$ cat src/pwg_pkg.sv
// constants, register map and carrier types of the pwm output generator
package pwg_pkg;
   localparam logic [15:0] PWG_ADDR_WIDTH_HI = 16'hffbd;
   localparam logic [15:0] PWG_ADDR_WIDTH_LO = 16'hffbe;
   localparam logic [15:0] PWG_ADDR_RATE_CTL = 16'hffbf;
   localparam logic [7:0] PWG_RST_WIDTH_HI = 8'h00;
   localparam logic [7:0] PWG_RST_WIDTH_LO = 8'h00;
   localparam logic [7:0] PWG_RST_RATE_CTL = 8'h00;
   localparam int PWG_OUTPUT_ON_POS = 7;
   localparam int PWG_RATE_CODE_MSB = 6;
   localparam logic [15:0] PWG_WIDTH_FULL = 16'hffff;
   localparam logic [15:0] PWG_WIDTH_ZERO = 16'h0000;
   // 732.4 Hz times 65536 phase steps gives a 48 MHz base rate
   localparam int PWG_CLK_RATE_MHZ = 250;
   localparam int PWG_BASE_RATE_MHZ = 48;
   localparam logic [8:0] PWG_ACC_MOD = 9'(PWG_CLK_RATE_MHZ);
   localparam logic [8:0] PWG_ACC_INC = 9'(PWG_BASE_RATE_MHZ);

   typedef struct packed {
      logic wr;
      logic rd;
      logic [15:0] addr;
      logic [7:0] wdata;
   } pwg_bus_req_t;

   typedef struct packed {
      logic [8:0] acc_ff;
      logic tick_ff;
   } pwg_tick_state_t;

   typedef struct packed {
      logic [7:0] rate_ctl_ff;
      logic [7:0] width_lo_ff;
      logic [7:0] width_hi_ff;
      logic [15:0] phase_ff;
      logic out_ff;
      logic [7:0] rdata_ff;
   } pwg_state_t;
endpackage

$ cat src/pwg_tick_gen.sv
// fractional divider: 48 MHz base tick from the 250 MHz clock
`timescale 1ns/10ps
module pwg_tick_gen import pwg_pkg::*; (
   input wire logic clk,
   input wire logic nrst,
   output logic tick
);
   pwg_tick_state_t st_ff;
   pwg_tick_state_t nxt_st;

   always_comb begin
      logic [8:0] sum;
      sum = st_ff.acc_ff + PWG_ACC_INC;
      nxt_st = st_ff;
      if (sum >= PWG_ACC_MOD) begin
         nxt_st.acc_ff = sum - PWG_ACC_MOD;
         nxt_st.tick_ff = 1'b1;
      end else begin
         nxt_st.acc_ff = sum;
         nxt_st.tick_ff = 1'b0;
      end
   end

   always_ff @(posedge clk or negedge nrst) begin
      if (!nrst) begin
         st_ff <= '0;
      end else begin
         st_ff <= nxt_st;
      end
   end

   assign tick = st_ff.tick_ff;

   chk_tick_spacing: assert property (@(posedge clk) disable iff (!nrst)
      tick |=> !tick)
      else $error("base tick asserted two cycles in a row");
   cov_tick: cover property (@(posedge clk) disable iff (!nrst) tick);
endmodule // pwg_tick_gen

$ cat src/pwg_pwm_gen.sv
// pwm output generator with its three memory-mapped control registers
`timescale 1ns/10ps
module pwg_pwm_gen import pwg_pkg::*; (
   input wire logic clk,
   input wire logic nrst,
   input pwg_bus_req_t bus_req,
   output logic [7:0] rdata,
   output logic pwm_out
);
   pwg_state_t st_ff;
   pwg_state_t nxt_st;
   logic base_tick;

   // phase advance per base tick: code 0 -> 1 step, code 127 -> 128 steps
   function automatic logic [15:0] rate_step(input logic [7:0] ctl);
      rate_step = {9'h000, ctl[PWG_RATE_CODE_MSB:0]} + 16'h0001;
   endfunction

   function automatic logic duty_level(input logic [15:0] width,
                                       input logic [15:0] phase);
      duty_level = (width == PWG_WIDTH_FULL) || (phase < width);
   endfunction

   // the three addresses this block answers
   function automatic logic is_mapped(input logic [15:0] addr);
      is_mapped = (addr == PWG_ADDR_RATE_CTL) ||
         (addr == PWG_ADDR_WIDTH_LO) || (addr == PWG_ADDR_WIDTH_HI);
   endfunction

   // 48 of every 250 clocks carry one base tick, each advancing the phase by rate_step steps while the output is on
   pwg_tick_gen u_tick (
      .clk(clk),
      .nrst(nrst),
      .tick(base_tick)
   );

   logic output_on;
   logic [15:0] width_val;
   assign output_on = st_ff.rate_ctl_ff[PWG_OUTPUT_ON_POS];
   assign width_val = {st_ff.width_hi_ff, st_ff.width_lo_ff};

   always_comb begin
      nxt_st = st_ff;
      // register writes
      if (bus_req.wr) begin
         unique case (bus_req.addr)
            PWG_ADDR_RATE_CTL: begin
               nxt_st.rate_ctl_ff = bus_req.wdata;
            end
            PWG_ADDR_WIDTH_LO: begin
               nxt_st.width_lo_ff = bus_req.wdata;
            end
            PWG_ADDR_WIDTH_HI: begin
               nxt_st.width_hi_ff = bus_req.wdata;
            end
            default: begin
            end
         endcase
      end
      // register reads, other addresses answer zero
      if (bus_req.rd) begin
         unique case (bus_req.addr)
            PWG_ADDR_RATE_CTL: nxt_st.rdata_ff = st_ff.rate_ctl_ff;
            PWG_ADDR_WIDTH_LO: nxt_st.rdata_ff = st_ff.width_lo_ff;
            PWG_ADDR_WIDTH_HI: nxt_st.rdata_ff = st_ff.width_hi_ff;
            default: nxt_st.rdata_ff = 8'h00;
         endcase
      end
      // phase accumulator, held at zero while off
      if (!output_on) begin
         nxt_st.phase_ff = 16'h0000;
      end else if (base_tick) begin
         nxt_st.phase_ff = st_ff.phase_ff + rate_step(st_ff.rate_ctl_ff);
      end
      // output level
      nxt_st.out_ff = output_on &&
         duty_level(width_val, st_ff.phase_ff);
   end

   always_ff @(posedge clk or negedge nrst) begin
      if (!nrst) begin
         st_ff <= '0;
         st_ff.rate_ctl_ff <= PWG_RST_RATE_CTL;
         st_ff.width_lo_ff <= PWG_RST_WIDTH_LO;
         st_ff.width_hi_ff <= PWG_RST_WIDTH_HI;
      end else begin
         st_ff <= nxt_st;
      end
   end

   assign rdata = st_ff.rdata_ff;
   assign pwm_out = st_ff.out_ff;

   // enable, phase and rate control register
   chk_off_low: assert property (
      @(posedge clk) disable iff (!nrst)
      !output_on |=> !pwm_out)
      else $error("output high while disabled");
   chk_phase_held: assert property (
      @(posedge clk) disable iff (!nrst)
      !output_on |=> st_ff.phase_ff == 16'h0000)
      else $error("phase not held at zero while off");
   chk_enable_start: assert property (
      @(posedge clk) disable iff (!nrst)
      $rose(output_on) |-> st_ff.phase_ff == 16'h0000)
      else $error("period did not start from zero phase");
   chk_phase_step: assert property (
      @(posedge clk) disable iff (!nrst)
      (output_on && base_tick && !bus_req.wr) |=> st_ff.phase_ff ==
         16'($past(st_ff.phase_ff) + rate_step($past(st_ff.rate_ctl_ff))))
      else $error("phase did not advance by rate step");
   chk_phase_hold: assert property (
      @(posedge clk) disable iff (!nrst)
      (output_on && !base_tick) |=> $stable(st_ff.phase_ff))
      else $error("phase moved without a base tick");
   chk_rate_store: assert property (
      @(posedge clk) disable iff (!nrst)
      (bus_req.wr && bus_req.addr == PWG_ADDR_RATE_CTL) |=>
         st_ff.rate_ctl_ff == $past(bus_req.wdata))
      else $error("rate control byte not stored");
   chk_rate_read: assert property (
      @(posedge clk) disable iff (!nrst)
      (bus_req.rd && bus_req.addr == PWG_ADDR_RATE_CTL) |=>
         rdata == $past(st_ff.rate_ctl_ff))
      else $error("rate control byte read back wrong");

   // register bus
   chk_lo_write: assert property (
      @(posedge clk) disable iff (!nrst)
      (bus_req.wr && bus_req.addr == PWG_ADDR_WIDTH_LO) ##1
      (bus_req.rd && bus_req.addr == PWG_ADDR_WIDTH_LO && !bus_req.wr) |=>
         rdata == $past(bus_req.wdata, 2))
      else $error("low width byte read back wrong");
   chk_lo_store: assert property (
      @(posedge clk) disable iff (!nrst)
      (bus_req.wr && bus_req.addr == PWG_ADDR_WIDTH_LO) |=>
         st_ff.width_lo_ff == $past(bus_req.wdata))
      else $error("low width byte not stored");
   chk_lo_alone: assert property (
      @(posedge clk) disable iff (!nrst)
      (bus_req.wr && bus_req.addr == PWG_ADDR_WIDTH_LO) |=>
         $stable(st_ff.width_hi_ff))
      else $error("low byte write touched the high byte");
   chk_lo_read: assert property (
      @(posedge clk) disable iff (!nrst)
      (bus_req.rd && bus_req.addr == PWG_ADDR_WIDTH_LO) |=>
         rdata == $past(st_ff.width_lo_ff))
      else $error("low width byte read wrong");
   chk_hi_write: assert property (
      @(posedge clk) disable iff (!nrst)
      (bus_req.wr && bus_req.addr == PWG_ADDR_WIDTH_HI) |=>
         st_ff.width_hi_ff == $past(bus_req.wdata))
      else $error("high width byte not stored");
   chk_hi_rdback: assert property (
      @(posedge clk) disable iff (!nrst)
      (bus_req.wr && bus_req.addr == PWG_ADDR_WIDTH_HI) ##1
      (bus_req.rd && bus_req.addr == PWG_ADDR_WIDTH_HI && !bus_req.wr) |=>
         rdata == $past(bus_req.wdata, 2))
      else $error("high width byte read back wrong");
   chk_hi_read: assert property (
      @(posedge clk) disable iff (!nrst)
      (bus_req.rd && bus_req.addr == PWG_ADDR_WIDTH_HI) |=>
         rdata == $past(st_ff.width_hi_ff))
      else $error("high width byte read wrong");
   chk_rdata_hold: assert property (
      @(posedge clk) disable iff (!nrst)
      !bus_req.rd |=> $stable(rdata))
      else $error("read data changed without a read");
   chk_regs_quiet: assert property (
      @(posedge clk) disable iff (!nrst)
      !bus_req.wr |=> $stable({st_ff.rate_ctl_ff, st_ff.width_lo_ff,
         st_ff.width_hi_ff}))
      else $error("register changed without a write");
   chk_write_other: assert property (
      @(posedge clk) disable iff (!nrst)
      (bus_req.wr && !is_mapped(bus_req.addr)) |=> $stable(
         {st_ff.rate_ctl_ff, st_ff.width_lo_ff, st_ff.width_hi_ff}))
      else $error("unmapped write changed a register");
   chk_unmapped_zero: assert property (
      @(posedge clk) disable iff (!nrst)
      (bus_req.rd && !is_mapped(bus_req.addr)) |=>
         rdata == 8'h00)
      else $error("unmapped read not zero");

   // duty cycle
   chk_full_high: assert property (
      @(posedge clk) disable iff (!nrst)
      (output_on && width_val == PWG_WIDTH_FULL) |=> pwm_out)
      else $error("full width not high");
   chk_zero_low: assert property (
      @(posedge clk) disable iff (!nrst)
      (width_val == PWG_WIDTH_ZERO) |=> !pwm_out)
      else $error("zero width not low");
   chk_duty_cmp: assert property (
      @(posedge clk) disable iff (!nrst)
      (output_on && st_ff.phase_ff < width_val) |=> pwm_out)
      else $error("output low inside high time");
   chk_duty_low: assert property (
      @(posedge clk) disable iff (!nrst)
      (output_on && width_val != PWG_WIDTH_FULL &&
       st_ff.phase_ff >= width_val) |=> !pwm_out)
      else $error("output high inside low time");
   chk_enable_first: assert property (
      @(posedge clk) disable iff (!nrst)
      ($rose(output_on) && width_val != PWG_WIDTH_ZERO) |=>
         pwm_out)
      else $error("first period did not open high");

   cov_enable: cover property (@(posedge clk) disable iff (!nrst)
      $rose(output_on));
   cov_wrap: cover property (@(posedge clk) disable iff (!nrst)
      output_on && st_ff.phase_ff < $past(st_ff.phase_ff));
   cov_toggle: cover property (@(posedge clk) disable iff (!nrst)
      $rose(pwm_out) ##[1:1000] $fell(pwm_out));
   cov_back_to_back: cover property (@(posedge clk) disable iff (!nrst)
      bus_req.wr ##1 bus_req.rd);
endmodule // pwg_pwm_gen

$ cat config.mk
export PLATFORM = sky130hd
export DESIGN_NAME = pwg_pwm_gen
export DESIGN_NICKNAME = d
export VERILOG_FILES = /design/src/pwg_pkg.sv /design/src/pwg_tick_gen.sv /design/src/pwg_pwm_gen.sv
export SDC_FILE = /design/constraint.sdc
export NUM_CORES = 1
export LEC_CHECK = 0
export ABC_AREA = 1
export CAP_MARGIN = 20
export CORE_ASPECT_RATIO = 0.7
export CORE_MARGIN = 2
export CORE_UTILIZATION = 45
export DETAILED_ROUTE_END_ITERATION = 8
export DONT_BUFFER_PORTS = 1
export SYNTH_ARGS = -nofsm -noshare
export SYNTH_HDL_FRONTEND = slang
export SYNTH_SLANG_ARGS = --single-unit
$ cat constraint.sdc
create_clock -name clk -period 2.6 [get_ports clk]
set_input_delay 0.52 -clock clk [delete_from_list [all_inputs] [get_ports clk]]
set_output_delay 0.52 -clock clk [all_outputs]
set_load 0.02 [all_outputs]
==> metrics.cfg <==
[finish]
drive_gt1_frac = 0.0903
final_nets = 505
layoutNonFillerInstCount = 555
multi_input_area_um2 = 1820
nFillCells = 770
area_delta_synth_final_pct = 9.70
design_area_um2 = 3920
diodes = 0
ff_latch_area_um2 = 1450

[placement]
dp.cells = 539
place.gp.congestion = 0.857
io_buffer_count = 0
hpwl_um = 6190
place_area_um2 = 3600

[synthesis]
synth-simple-area-share = 0.260
synth_cells = 452
ys_types = 37
ys.flop_type = dfrtp_1
ys_seq_elements = 58
syn_nets = 507
synth_area_leaders = dfrtp_1 41%, nand2_1 14%, ha_1 9.1%
ys_seq_area_frac = 0.406
synth-edff-count = 0
synth_area_leader_cell = dfrtp_1
synth-adder-area-share = 0.0967
synth_compound_gate_area_share = 0.120
synth_area_um2 = 3570
ys_warn_count = 0
synthMuxAreaShare = 0
postSynthAreaPerCell_um2 = 7.90
netlist_top_cells_count = 136 x nand2_1, 58 x dfrtp_1, 53 x inv_1
synthArstFlopShare = 1.00
synth_top_cell_area_share = 0.406
synth_xor_xnor_area_share = 0.0315
synth.most_common_cell = nand2_1
synth_top_family_by_area = simple AND/OR/NAND/NOR gates

[routing]
drt_iter0_drc = 229
post_drt_wl_per_cell_um = 14.6
met3_length_um = 419
vias = 2921
wl_met2_um = 3210
vias_per_cell = 5.26
wl_met1_um = 4380
wl_um = 8120
route.top_layer_used = met4
drtPass1Iterations = 5
ant_nets = 0
drc = 0

[floorplan]
ioPinCount = 37
core_um2 = 7770
chipHeight_um = 78.5
die_x_um = 110
rows = 27
dieArea_um2 = 8680
start_util = 0.460

[flow_run]
maxCapViolCount = 0

[worst_setup_path]
required_ns = 2.82
crit_path_cell_trace = inv_1 -> ha_1 -> inv_1 -> fa_1 -> nand2_1 -> nand2_1 -> o21ai_1 -> o21ai_0 -> or2_1 -> nand3_1 -> nand2_1
start_kind = flip-flop
cp_max_fo = 3
arrival_ns = 2.23
crit_top_cell = nand2_1
max_stage_delay_ns = 0.42
critPathSlowestCell = fa_1
setup.worst_path.end_class = flip-flop
path_class = flip-flop to flip-flop

[global_routing]
grt_pass1_wl_um = 13900
grt_usage = 0.203
antenna_found_initial = 0
grt_pass1_vias = 2757
grt-ovfl-total = 0
grt_max_degree = 59

[sta]
finalCriticalPeriod_ns = 2.02
fin_crit_sh = 0.776
timing.fmax_mhz = 495
finClkSkew_ns = 0.00790
setup_viol = 0
rsz0062_at_grt = false
tightest_slew_ns = 0.577
final_max_slew_viol_count = 0
maxSlewHeadroom = 0.614
hold_violations = 0
setup_tns_ns = 0

[pwr]
leakagePower_nw = 1.87
power.share.clock = 0.545
switchingPower_mw = 0.424
switching_share = 0.204
pwr-share-comb = 0.020
internal-power_mw = 1.65
p_per_area_nw_per_um2 = 530
ir_drop_mv = 0.289
pwr-share-seq = 0.436

[clock_tree]
clkTransAtPathRegs_ns = 0.05
clk_latency_ns = 0.32
htreeDepth = 3
cts_sinks = 58
cts_setup_buffers = 0
numCtsBuffers = 9
clockRootBuffer = clkbuf_16
cts_tree = yes
cts_buffer_depth = 2

[status]
status = finished clean

[min_path]
hp-class = input port to async pin

-- logic make-up after synthesis --
kind of cell	count (synthesis)
AO/OA/AOI/OAI	72
XOR/XNOR	12
adder cells (fa/ha/maj)	27
buffers and inverters	68
flip-flops	58
AND/OR/NAND/NOR	215
-- worst paths after layout --
path	from	to	slack, ns	depth (start not counted)
max in group asynchronous	nrst	st_ff[42]	2.29	1
min in group clk	bus_req[24]	rdata[2]	0.31	2
worst min-delay path	nrst	st_ff[24]	0.06	1
worst max-delay path	st_ff[9]	st_ff[15]	0.58	11
worst min register to register	st_ff[32]	st_ff[32]	0.48	2
worst max register to register	st_ff[9]	st_ff[15]	0.58	11
-- through the flow --
stage | power (mW) | hold WS (ns) | worst slack (ns) | util
after floorplan | 0.936 | 0.224 | 0.814 | -
after global placement | 0.939 | 0.227 | 0.724 | 0.463
after detailed placement | 0.939 | 0.226 | 0.615 | 0.463
after CTS | 2.10 | 0.0690 | 0.608 | 0.504
after global routing | 2.13 | 0.0852 | 0.419 | 0.504
final | 2.08 | 0.0592 | 0.582 | 0.504
-- cells in the final DEF, fill, tap and decap left out, types with 2 or more instances in the layout --
cell       netlist  final
nand2_1        136    136
dfrtp_1         58     58
inv_1           53     53
nor2_1          27     27
ha_1            26     26
nand3_1         23     23
a21oi_1         21     21
o21ai_0         18     18
o21ai_1         11     11
o21ai_2          9      9
clkbuf_16        0      9
nor3_1           8      8
xor2_1           8      8
o211ai_1         8      8
nand2_2          5      5
nand4_1          4      4
clkbuf_8         0      4
xnor2_1          3      3
nor2_2           2      2
or2_2            2      2
clkinv_2         0      2
-- critical path, delay by kind of cell, from the launching register on --
family / cells / cell delay (ns)
compound gates: 2 / 0.31
fa+ha+maj: 2 / 0.58
buf+inv: 2 / 0.16
flops: 1 / 0.35
simple gates: 5 / 0.52
-- layer usage --
| metal | up-vias | global-route usage |
|---|---|---|
| met5 | - | 0 |
| met4 | 0 | 0.0638 |
| met3 | 11 | 0.0517 |
| met2 | 84 | 0.277 |
| met1 | 1363 | 0.311 |
| li1 | 1463 | - |
-- registers in the layout (all words and copies together) (netlist names) --
register	flops
output_on	1
st_ff	39
u_tick.tick	1
pwm_out	1
u_tick.st_ff	8
rdata	8
-- power by group through the flow --
stage	logic [mW]	registers (mW)	clock network [mW]
CTS	0.0425	0.904	1.15
finish	0.0407	0.904	1.13
global placement	0.0192	0.920	0
global route	0.0475	0.904	1.18
floorplan	0.0165	0.920	0
detailed placement	0.0193	0.920	0
-- what timing repair did --
| action | in CTS | in global routing |
|---|---|---|
| hold endpoints to repair | 58 | 0 |
| gates resized for setup | 0 | 0 |
| setup endpoints to repair | 0 | 0 |
| hold buffers | 1 | 0 |
-- final cells by class --
type	count	area share
timing repair buffer	2	0.00894
tap	101	0.0322
sequential	58	0.370
multi-input combinational	326	0.464
clock buffer	13	0.0715
clock inverter	2	0.00255
inverter	53	0.0508
(Power assumes the default switching activity.)
